--- config.mk ---
export PLATFORM = sky130hd
export DESIGN_NAME = tmr_bypass_dev_flat
export DESIGN_NICKNAME = d
export VERILOG_FILES = /design/src/logic/tmr_pkg.sv /design/src/logic/tmr_link_if.sv /design/src/logic/tmr_bypass_dev.sv /design/src/flat_wrapper.sv
export SDC_FILE = /design/constraint.sdc
export NUM_CORES = 1
export LEC_CHECK = 0
export BUFFER_PORTS_ARGS = -buffer_cell sky130_fd_sc_hd__clkbuf_2
export CAP_MARGIN = 10
export CORE_ASPECT_RATIO = 1.1
export CORE_MARGIN = 3
export CORE_UTILIZATION = 30
export CTS_BUF_LIST = sky130_fd_sc_hd__clkbuf_8
export DETAILED_ROUTE_END_ITERATION = 6
export SYNTH_ARGS = -nofsm -noshare
export SYNTH_HDL_FRONTEND = slang
export SYNTH_SLANG_ARGS = --single-unit
export TNS_END_PERCENT = 5
--- constraint.sdc ---
create_clock -name core_clk -period 2.65 [get_ports core_clk]
set_input_delay 0 -clock core_clk [delete_from_list [all_inputs] [get_ports core_clk]]
set_output_delay 0 -clock core_clk [all_outputs]
set_load 0.03 [all_outputs]
--- src/logic/tmr_pkg.sv ---
// Shared constants for the timer bypass block and its module-bus host.
// Function
// - Mode 111 keeps prescaler and counter off.
// - Bypass: running flag follows asserted gate while gate interrupt is disabled.
// - Bypass: gate negation sets event flag, interrupts.
// - Gate event flag clears only by one.
// - Bypass: gate level flag tracks gate pin.
// - Output pin updates only while release zero.
// - Output-control bits: 00 float, 01/10 zero, 11 one.
// - Bypass status: expiry, target, compare zero; prescaler FF.
// - Pin-level flag shows actual output pin level.
// - Reads finish without wait, 16 data bits.
// - Reserved location reads return zeros.
// - Writes without wait; read-only, reserved ignored.
// - Acknowledge: arbitrate, vector only when winning.
// - Vector resets to 0F; software programs it.
// - Module stop halts timer clocks until cleared.
// - Stopped: non-config accesses give bus error.
// - Debug halt select: 1x freezes, 0x ignores.
// - Privilege bit guards supervisor/user registers.
// - Arbitration priority zero stays out of acknowledge.
// - Request on line of programmed level.
// - Soft reset clears all but module config.
// - Interrupt, config registers supervisor only.
`default_nettype none
package tmr_pkg;
  // ****************************************************************
  // Module bus register map
  // ****************************************************************
  localparam logic [11:0] MCR_OFS    = 12'h600;
  localparam logic [11:0] IR_OFS     = 12'h604;
  localparam logic [11:0] CR_OFS     = 12'h606;
  localparam logic [11:0] SR_OFS     = 12'h608;
  localparam logic [15:0] MCR_RST    = 16'h0080;
  localparam logic [15:0] MCR_WMASK  = 16'hE08F;
  localparam logic [15:0] IR_RST     = 16'h000F;
  localparam logic [15:0] IR_WMASK   = 16'h07FF;
  localparam logic [15:0] CR_RST     = 16'h0000;
  localparam logic [15:0] ZERO16     = 16'h0000;
  localparam int MCR_STP    = 15;
  localparam int MCR_FRZ_HI = 14;
  localparam int MCR_PRIVILEGE_SELECT   = 7;
  localparam int IARB_HI    = 3;
  localparam int IARB_LO    = 0;
  localparam int IL_HI      = 10;
  localparam int IL_LO      = 8;
  localparam int IV_HI      = 7;
  localparam int IV_LO      = 0;
  localparam int CR_SWR     = 15;
  localparam int CR_IE_TG   = 13;
  localparam int CR_TGE     = 11;
  localparam int CR_CPE     = 9;
  localparam int CR_MODE_HI = 4;
  localparam int CR_MODE_LO = 2;
  localparam int CR_OC_HI   = 1;
  localparam int CR_OC_LO   = 0;
  localparam int SR_IRQ     = 15;
  localparam int SR_TO      = 14;
  localparam int SR_TG      = 13;
  localparam int SR_TC      = 12;
  localparam int SR_TGL     = 11;
  localparam int SR_ON      = 10;
  localparam int SR_OUT     = 9;
  localparam int SR_COM     = 8;
  localparam int SR_PO_HI   = 7;
  localparam logic [2:0] MODE_BYPASS = 3'h7;
  localparam logic [1:0] OC_HIZ      = 2'h0;
  localparam logic [1:0] OC_ONE      = 2'h3;
  localparam logic [7:0] PO_BYPASS   = 8'hFF;
  localparam logic [3:0] IARB_NONE   = 4'h0;
  localparam logic [2:0] LEVEL_NONE  = 3'h0;
  localparam int NUM_LEVELS = 7;
  // ****************************************************************
  // Host Avalon register map (word addresses) and command codes
  // ****************************************************************
  localparam logic [2:0] AV_ADDR = 3'h0;
  localparam logic [2:0] AV_DATA = 3'h1;
  localparam logic [2:0] AV_GO   = 3'h2;
  localparam logic [2:0] AV_STAT = 3'h3;
  localparam logic [2:0] AV_IACK = 3'h4;
  localparam logic [2:0] AV_CTRL = 3'h5;
  localparam logic [1:0] CMD_READ  = 2'h0;
  localparam logic [1:0] CMD_WRITE = 2'h1;
  localparam logic [1:0] CMD_IACK  = 2'h2;
  localparam logic [1:0] CMD_SRST  = 2'h3;
  localparam int GO_SUPER = 2;
  localparam int DATA_BE_LO = 16;
endpackage
`default_nettype wire

--- src/logic/tmr_link_if.sv ---
// Module bus between the timer device end and its host end.
`default_nettype none
interface tmr_link_if;
  logic [11:0] addr;
  logic [15:0] wdata;
  logic [1:0]  be;
  logic        rd;
  logic        wr;
  logic        supervisor;
  logic        iack;
  logic [2:0]  iack_level;
  logic [3:0]  arb_best;
  logic        soft_rst;
  logic        debug_halt;
  logic [15:0] rdata;
  logic        ack;
  logic        berr;
  logic [6:0]  irq_lines;
  logic        vec_valid;
  logic [7:0]  vector;
  logic        iack_done;
  modport dev (input addr, wdata, be, rd, wr, supervisor, iack, iack_level, arb_best,
               soft_rst, debug_halt,
               output rdata, ack, berr, irq_lines, vec_valid, vector, iack_done);
  modport host (output addr, wdata, be, rd, wr, supervisor, iack, iack_level, arb_best,
                soft_rst, debug_halt,
                input rdata, ack, berr, irq_lines, vec_valid, vector, iack_done);
endinterface
`default_nettype wire

--- src/logic/tmr_bypass_dev.sv ---
// Timer device end: bypass I/O, module config, interrupt setup and bus slave.
//
// Added by the designer: the Avalon-MM register port.
`default_nettype none
module tmr_bypass_dev
  import tmr_pkg::*;
(
  // Clock and reset
  input  wire logic  core_clk,
  input  wire logic  resetn,
  // Module bus
  tmr_link_if.dev    bus,
  // Gate pin, active low
  input  wire logic  gate_input,
  // Timer output pin
  input  wire logic  timer_output_in,
  output logic       timer_output_out,
  output logic       timer_output_oe
);
  logic [15:0] mcr_ff;
  logic [15:0] ir_ff;
  logic [15:0] cr_ff;
  logic        gate_event_flag_ff;
  logic        running_ff;
  logic [2:0]  gate_sync_ff;
  logic        gate_lvl_ff;
  logic        gate_prev_ff;
  logic [2:0]  pin_sync_ff;
  logic        pin_lvl_ff;
  logic [15:0] rdata_ff;
  logic        ack_ff;
  logic        berr_ff;
  logic [6:0]  irq_ff;
  logic        vec_valid_ff;
  logic [7:0]  vector_ff;
  logic        iack_done_ff;
  logic        out_ff;
  logic        oe_ff;
  logic        run;
  logic        bypass;
  logic        access;
  logic        is_mcr;
  logic        is_ir;
  logic        is_cr;
  logic        is_sr;
  logic        denied;
  logic        reserved;
  logic [15:0] lane_mask;
  logic [15:0] status;
  logic        gate_neg;
  logic        irq_pending;
  logic        win;

  // ****************************************************************
  // Run control and decode
  // ****************************************************************
  // Stop or debug freeze
  assign run    = !mcr_ff[MCR_STP] && !(mcr_ff[MCR_FRZ_HI] && bus.debug_halt);
  assign bypass = (cr_ff[CR_MODE_HI:CR_MODE_LO] == MODE_BYPASS);
  assign access = bus.rd || bus.wr;
  assign is_mcr = (bus.addr == MCR_OFS);
  assign is_ir  = (bus.addr == IR_OFS);
  assign is_cr  = (bus.addr == CR_OFS);
  assign is_sr  = (bus.addr == SR_OFS);
  assign reserved = !(is_mcr || is_ir || is_cr || is_sr);
  assign denied = (mcr_ff[MCR_STP] && !is_mcr)
               || ((is_mcr || is_ir) && !bus.supervisor)
               || ((is_cr || is_sr) && mcr_ff[MCR_PRIVILEGE_SELECT] && !bus.supervisor);
  assign lane_mask = {{8{bus.be[1]}}, {8{bus.be[0]}}};
  assign gate_neg  = gate_lvl_ff && !gate_prev_ff;

  // ****************************************************************
  // Status word
  // ****************************************************************
  // Bypass status fields
  always_comb begin
    status = ZERO16;
    status[SR_IRQ] = irq_pending;
    status[SR_TG]  = gate_event_flag_ff;
    status[SR_TGL] = gate_lvl_ff;
    status[SR_ON]  = running_ff;
    status[SR_OUT] = pin_lvl_ff;
    status[SR_PO_HI:0] = PO_BYPASS;
  end

  // ****************************************************************
  // Pin synchronisers
  // ****************************************************************
  // Gate synchroniser
  always_ff @(posedge core_clk or negedge resetn) begin
    if (!resetn) begin
      gate_sync_ff <= 3'h7;
      gate_lvl_ff  <= 1'b1;
    end else begin
      gate_sync_ff <= {gate_sync_ff[1:0], gate_input};
      if (gate_sync_ff[1] == gate_sync_ff[2]) begin
        gate_lvl_ff <= gate_sync_ff[2];
      end
    end
  end

  always_ff @(posedge core_clk or negedge resetn) begin
    if (!resetn) begin
      pin_sync_ff <= 3'h0;
      pin_lvl_ff  <= 1'b0;
    end else begin
      pin_sync_ff <= {pin_sync_ff[1:0], timer_output_in};
      if (pin_sync_ff[1] == pin_sync_ff[2]) begin
        pin_lvl_ff <= pin_sync_ff[2];
      end
    end
  end

  // ****************************************************************
  // Registers
  // ****************************************************************
  always_ff @(posedge core_clk or negedge resetn) begin
    if (!resetn) begin
      mcr_ff <= MCR_RST;
    end else if (bus.wr && is_mcr && !denied) begin
      mcr_ff <= (mcr_ff & ~(MCR_WMASK & lane_mask)) | (bus.wdata & MCR_WMASK & lane_mask);
    end
  end

  always_ff @(posedge core_clk or negedge resetn) begin
    if (!resetn) begin
      ir_ff <= IR_RST;
      cr_ff <= CR_RST;
    end else if (bus.soft_rst) begin
      ir_ff <= IR_RST;
      cr_ff <= CR_RST;
    end else if (bus.wr && !denied) begin
      if (is_ir) begin
        ir_ff <= (ir_ff & ~(IR_WMASK & lane_mask)) | (bus.wdata & IR_WMASK & lane_mask);
      end
      if (is_cr) begin
        cr_ff <= (cr_ff & ~lane_mask) | (bus.wdata & lane_mask);
      end
    end
  end

  // ****************************************************************
  // Bypass gate behaviour
  // ****************************************************************
  always_ff @(posedge core_clk or negedge resetn) begin
    if (!resetn) begin
      gate_prev_ff <= 1'b1;
      running_ff   <= 1'b0;
    end else if (bus.soft_rst) begin
      gate_prev_ff <= gate_lvl_ff;
      running_ff   <= 1'b0;
    end else if (run) begin
      gate_prev_ff <= gate_lvl_ff;
      running_ff <= bypass && cr_ff[CR_CPE] && !cr_ff[CR_IE_TG] && !gate_lvl_ff;
    end
  end

  always_ff @(posedge core_clk or negedge resetn) begin
    if (!resetn) begin
      gate_event_flag_ff <= 1'b0;
    end else if (bus.soft_rst) begin
      gate_event_flag_ff <= 1'b0;
    end else if (run && gate_neg && bypass && cr_ff[CR_IE_TG] && cr_ff[CR_TGE]
                 && cr_ff[CR_CPE]) begin
      gate_event_flag_ff <= 1'b1;
    end else if (bus.wr && is_sr && !denied && bus.be[1] && bus.wdata[SR_TG]) begin
      gate_event_flag_ff <= 1'b0;
    end
  end

  // ****************************************************************
  // Timer output pin
  // ****************************************************************
  // Output driven from control bits
  always_ff @(posedge core_clk or negedge resetn) begin
    if (!resetn) begin
      out_ff <= 1'b0;
      oe_ff  <= 1'b0;
    end else if (bus.soft_rst) begin
      out_ff <= 1'b0;
      oe_ff  <= 1'b0;
    end else if (run && bypass && !cr_ff[CR_SWR]) begin
      oe_ff  <= (cr_ff[CR_OC_HI:CR_OC_LO] != OC_HIZ);
      out_ff <= (cr_ff[CR_OC_HI:CR_OC_LO] == OC_ONE);
    end
  end

  // ****************************************************************
  // Interrupt request and acknowledge
  // ****************************************************************
  assign irq_pending = gate_event_flag_ff && cr_ff[CR_IE_TG];
  assign win = bus.iack && irq_pending
            && (bus.iack_level == ir_ff[IL_HI:IL_LO])
            && (mcr_ff[IARB_HI:IARB_LO] != IARB_NONE)
            && (mcr_ff[IARB_HI:IARB_LO] > bus.arb_best);

  always_ff @(posedge core_clk or negedge resetn) begin
    if (!resetn) begin
      irq_ff <= 7'h00;
    end else begin
      for (int i = 0; i < NUM_LEVELS; i++) begin
        irq_ff[i] <= irq_pending && (ir_ff[IL_HI:IL_LO] != LEVEL_NONE)
                  && (ir_ff[IL_HI:IL_LO] == 3'(i + 1));
      end
    end
  end

  always_ff @(posedge core_clk or negedge resetn) begin
    if (!resetn) begin
      iack_done_ff <= 1'b0;
      vec_valid_ff <= 1'b0;
      vector_ff    <= 8'h00;
    end else begin
      iack_done_ff <= bus.iack;
      vec_valid_ff <= win;
      vector_ff    <= win ? ir_ff[IV_HI:IV_LO] : 8'h00;
    end
  end

  // ****************************************************************
  // Bus answer
  // ****************************************************************
  // Zero-wait answer
  always_ff @(posedge core_clk or negedge resetn) begin
    if (!resetn) begin
      ack_ff   <= 1'b0;
      berr_ff  <= 1'b0;
      rdata_ff <= ZERO16;
    end else begin
      ack_ff   <= access && !denied;
      berr_ff  <= access && denied;
      rdata_ff <= ZERO16;
      if (bus.rd && !denied && !reserved) begin
        if (is_mcr) begin
          rdata_ff <= mcr_ff;
        end else if (is_ir) begin
          rdata_ff <= ir_ff;
        end else if (is_cr) begin
          rdata_ff <= cr_ff;
        end else begin
          rdata_ff <= status;
        end
      end
    end
  end

  assign bus.rdata     = rdata_ff;
  assign bus.ack       = ack_ff;
  assign bus.berr      = berr_ff;
  assign bus.irq_lines = irq_ff;
  assign bus.vec_valid = vec_valid_ff;
  assign bus.vector    = vector_ff;
  assign bus.iack_done = iack_done_ff;
  assign timer_output_out = out_ff;
  assign timer_output_oe  = oe_ff;
endmodule
`default_nettype wire

--- src/flat_wrapper.sv ---
// flat-port wrapper written by rule: the top's interface ports become plain ports
module tmr_bypass_dev_flat import tmr_pkg::*;
  (core_clk, resetn, gate_input, timer_output_in, timer_output_out, timer_output_oe, bus_addr, bus_wdata, bus_be, bus_rd, bus_wr, bus_supervisor, bus_iack, bus_iack_level, bus_arb_best, bus_soft_rst, bus_debug_halt, bus_rdata, bus_ack, bus_berr, bus_irq_lines, bus_vec_valid, bus_vector, bus_iack_done);
  tmr_link_if bus_i ();
  input  wire logic core_clk;
  input  wire logic resetn;
  input  wire logic gate_input;
  input  wire logic timer_output_in;
  output logic timer_output_out;
  output logic timer_output_oe;
  input wire logic [$bits(bus_i.addr)-1:0] bus_addr;
  input wire logic [$bits(bus_i.wdata)-1:0] bus_wdata;
  input wire logic [$bits(bus_i.be)-1:0] bus_be;
  input wire logic [$bits(bus_i.rd)-1:0] bus_rd;
  input wire logic [$bits(bus_i.wr)-1:0] bus_wr;
  input wire logic [$bits(bus_i.supervisor)-1:0] bus_supervisor;
  input wire logic [$bits(bus_i.iack)-1:0] bus_iack;
  input wire logic [$bits(bus_i.iack_level)-1:0] bus_iack_level;
  input wire logic [$bits(bus_i.arb_best)-1:0] bus_arb_best;
  input wire logic [$bits(bus_i.soft_rst)-1:0] bus_soft_rst;
  input wire logic [$bits(bus_i.debug_halt)-1:0] bus_debug_halt;
  output wire logic [$bits(bus_i.rdata)-1:0] bus_rdata;
  output wire logic [$bits(bus_i.ack)-1:0] bus_ack;
  output wire logic [$bits(bus_i.berr)-1:0] bus_berr;
  output wire logic [$bits(bus_i.irq_lines)-1:0] bus_irq_lines;
  output wire logic [$bits(bus_i.vec_valid)-1:0] bus_vec_valid;
  output wire logic [$bits(bus_i.vector)-1:0] bus_vector;
  output wire logic [$bits(bus_i.iack_done)-1:0] bus_iack_done;
  assign bus_i.addr = bus_addr;
  assign bus_i.wdata = bus_wdata;
  assign bus_i.be = bus_be;
  assign bus_i.rd = bus_rd;
  assign bus_i.wr = bus_wr;
  assign bus_i.supervisor = bus_supervisor;
  assign bus_i.iack = bus_iack;
  assign bus_i.iack_level = bus_iack_level;
  assign bus_i.arb_best = bus_arb_best;
  assign bus_i.soft_rst = bus_soft_rst;
  assign bus_i.debug_halt = bus_debug_halt;
  assign bus_rdata = bus_i.rdata;
  assign bus_ack = bus_i.ack;
  assign bus_berr = bus_i.berr;
  assign bus_irq_lines = bus_i.irq_lines;
  assign bus_vec_valid = bus_i.vec_valid;
  assign bus_vector = bus_i.vector;
  assign bus_iack_done = bus_i.iack_done;
  tmr_bypass_dev u_core (.core_clk(core_clk), .resetn(resetn), .bus(bus_i), .gate_input(gate_input), .timer_output_in(timer_output_in), .timer_output_out(timer_output_out), .timer_output_oe(timer_output_oe));
endmodule
==> summary.md <==
| Metric | Value |
|---|---|
| Run status | `finished, final reports clean` |
| Primary flip-flop cell chosen by synthesis mapping | `dfrtp_1` |
| I/O pin count | `84` |
| Worst Path Max Fanout | `8` |
| Cells traversed along the worst timing path | `nor2b_1 -> o21ai_0 -> o211ai_1 -> o21ai_0 -> a21oi_1` |
| Leak Pwr | `2.28 nW` |
| Number of instances in the synthesized netlist | `350` |
| Slew at the pin with the worst max-slew slack | `1.05 ns` |
| Final worst path period share | `0.771` |
| Number of fill cells | `1219` |
| Per-cell via count in the routed design | `5.13` |
| # port buffers | `83` |
| # hold bufs at CTS | `21` |
| Worst Clk Skew | `0.00854 ns` |
| ANT nets after route | `0` |
| Overall power of the completed layout | `2.37 mW` |
| Worst R2R Setup Slack | `0.61 ns` |
| Fin worst setup slack | `0.607 ns` |
| Routed vias | `3106` |
| Die area | `14100 µm²` |
| WL final | `10300 µm` |
| Share of flip-flops with an asynchronous set or reset | `1.00` |
| Total global routing overflow | `0` |
| Detailed router's first-iteration violation count | `200` |
| Most common cell after layout, fill and taps aside | `clkbuf_2` |
| Number of clock sinks | `83` |
| Req. time, crit path | `2.93 ns` |
| Gp weighted congestion | `0.876` |
| Vert. Die Dim | `124 µm` |
| Final standard cell area without fillers | `4760 µm²` |
| Top Family by Delay on Critical Path | `compound AO/OA/AOI/OAI gates` |
| Final setup vio count | `0` |
| Worst slew margin relative to its limit | `0.299` |
| Startpoint of the lowest-slack hold path | `bus_wr` |
| Post-synthesis area per instance | `10.9 µm²` |
| Worst IR drop on VDD | `0.262 mV` |
| Worst setup path startpoint | `u_core.mcr_ff[7]$_DFFE_PN1P_` |
| Share of the core filled with cells in the final layout | `0.389` |
| WP data arrival | `2.32 ns` |
| Achievable frequency | `490 MHz` |
| Final net count | `498` |
| First-pass detailed-route iteration total | `5` |
| Worst slack after detailed placement | `0.597 ns` |
| Maximum single-stage delay on the critical path | `0.61 ns` |
| Overall routing resource usage | `0.150` |
| Start-to-end type of the worst setup path | `flip-flop to flip-flop` |
| Maximum capacitance violations | `0` |
| Worst path buffer plus inverter count | `0` |
| TritonCTS Buffers | `9` |
| Unique cell type count in the Yosys netlist | `54` |
| Worst-Skew Late Latency | `0.36 ns` |
| Root Buffer Master | `clkbuf_8` |
| Placed instance count | `569` |
| Sequential fraction of the synthesis area | `0.546` |
| Worst hold margin | `0.0333 ns` |
| DRC violation count after routing | `0` |
| Maximum buffer depth of the clock tree | `2` |
| Pin count of the biggest net entering global routing | `84` |
| Number of pins with negative max-slew slack in the final report | `0` |
| Core Box Area | `12200 µm²` |
| Share of post-route cells with drive strength above 1 | `0.303` |
| Areal power density over the cells | `499 nW/µm²` |
| Launching point of the worst reg2reg path | `u_core.mcr_ff[7]$_DFFE_PN1P_` |
| Count of inserted antenna diode cells | `0` |
| Number of buffers inserted by post-CTS setup repair | `0` |
| Critical path endpoint category | `flip-flop` |
| Count of non-filler cells in the finished layout | `606` |
| Standard cell area after detailed placement | `4350 µm²` |
| HPWL after DPL | `7320 µm` |
| Sum of negative setup slack | `0 ns` |
| Critical Path Slowest Stage Cell | `o211ai_1` |
| Post-Synthesis Net Count | `401` |
| EDFF count, synth | `0` |
| Clock slew at reported path FFs | `0.08 ns` |
| Type of the most critical hold path | `primary input to flip-flop` |
| Mapped Area | `3820 µm²` |
| Tmin final | `2.04 ns` |
| H-tree depth | `3` |
| Number of global-route vias before repair | `3184` |
| Unrepaired setup endpoints after global routing | `false` |
| Average routed wire per standard cell | `16.9 µm` |
| DIE WIDTH | `114 µm` |
| Synth-to-layout area growth | `24.5%` |
| Type of element launching the critical path | `flip-flop` |
| Post-CTS resize count | `0` |
| Most used cell along the critical path | `o21ai_0` |
| Synth Warn # | `0` |
| Highest-count cells in the layout ignoring fill and taps | `clkbuf_2 (82), dfrtp_1 (73), a21oi_1 (34)` |
| Final number of hold-violating endpoints | `0` |
| Effective utilization at floorplan | `0.312` |
| Antenna violations before repair | `0` |
| Post-synthesis sequential element count | `83` |
| TritonCTS clock tree | `built` |
| First-pass GRT wire length | `16700 µm` |
| Standard-cell rows | `42` |
==> cells in the mapped netlist (2+ instances only) <==
cell type	count	share of area
a211o_1	4	0.0092
a211oi_1	3	0.0059
a21oi_1	34	0.045
a31oi_1	2	0.0033
and2_1	10	0.016
and3_1	6	0.0098
and4_1	3	0.0069
buf_2	6	0.0079
buf_6	2	0.0059
clkbuf_1	11	0.011
dfrtp_1	73	0.48
dfstp_2	10	0.069
ha_1	4	0.013
inv_1	11	0.011
maj3_1	2	0.0052
mux2_2	13	0.038
mux2i_1	10	0.026
nand2_1	11	0.011
nand3_1	7	0.0092
nand4_1	25	0.041
nor2_1	27	0.027
nor2b_1	6	0.0098
nor3_1	3	0.0039
nor3b_1	3	0.0059
nor4b_1	3	0.0069
o211ai_1	2	0.0039
o21a_1	2	0.0039
o21ai_0	24	0.031
o22ai_1	6	0.0098
xor2_1	3	0.0069
==> cell type report <==
| type | count | area [µm²] | area share |
|---|---|---|---|
| clock inverter | 6 | 57.6 | 0.0121 |
| clock buffer | 10 | 138 | 0.0289 |
| multi-input combinational | 234 | 1580 | 0.333 |
| tap | 154 | 193 | 0.0405 |
| inverter | 11 | 41.3 | 0.00868 |
| timing repair buffer | 108 | 658 | 0.138 |
| sequential | 83 | 2090 | 0.439 |
==> worst register-to-register path, delay by kind of cell, from the launching register on <==
kind | cells | cell delay (ns)
flops | 1 | 0.57
simple gates | 1 | 0.25
compound gates | 4 | 1.14
==> flip-flops by register name, indices dropped and copies added (netlist names), 3 cells and up <==
| register | cells |
|---|---|
| u_core.pin_sync_ff | 3 |
| u_core.ir_ff | 11 |
| u_core.bus.vector | 8 |
| u_core.bus.irq_lines | 7 |
| u_core.mcr_ff | 8 |
| u_core.bus.rdata | 16 |
| u_core.cr_ff | 16 |
| u_core.gate_sync_ff | 3 |
==> final timing paths <==
check,endpoint,depth (start not counted)
setup / recovery,u_core.cr_ff[15]$_DFFE_PN0P_,5
hold / removal,u_core.bus.berr$_DFF_PN0_,3
setup reg to reg,u_core.cr_ff[15]$_DFFE_PN0P_,5
hold reg to reg,u_core.pin_sync_ff[1]$_DFF_PN0_,0
max in group asynchronous,u_core.cr_ff[10]$_DFFE_PN0P_,2
min in group asynchronous,u_core.bus.iack_done$_DFF_PN0_,2
==> cell families after synthesis <==
| logic type | share of synthesized area |
|---|---|
| simple gates | 0.198 |
| flops | 0.546 |
| compound gates | 0.126 |
| buf+inv | 0.0396 |
| mux | 0.0645 |
| fa+ha+maj | 0.0183 |
| xor+xnor | 0.00687 |
==> metal layers <==
metal,track usage,share of wire,wire length (µm)
met1,0.195,0.42,4350
met2,0.245,0.50,5130
met3,0.0355,0.063,649
met4,0.0481,0.014,140
met5,0,0,0
==> power by group <==
group | total [mW] | leakage [nW] | switching [mW] | internal [mW]
Combinational | 0.171 | 1.06 | 0.0993 | 0.0721
Clock | 0.915 | 0.107 | 0.461 | 0.455
Sequential | 1.29 | 1.11 | 0.00675 | 1.28
Total | 2.37 | 2.28 | 0.567 | 1.81
Note: power is estimated with default switching activity, not from simulation.
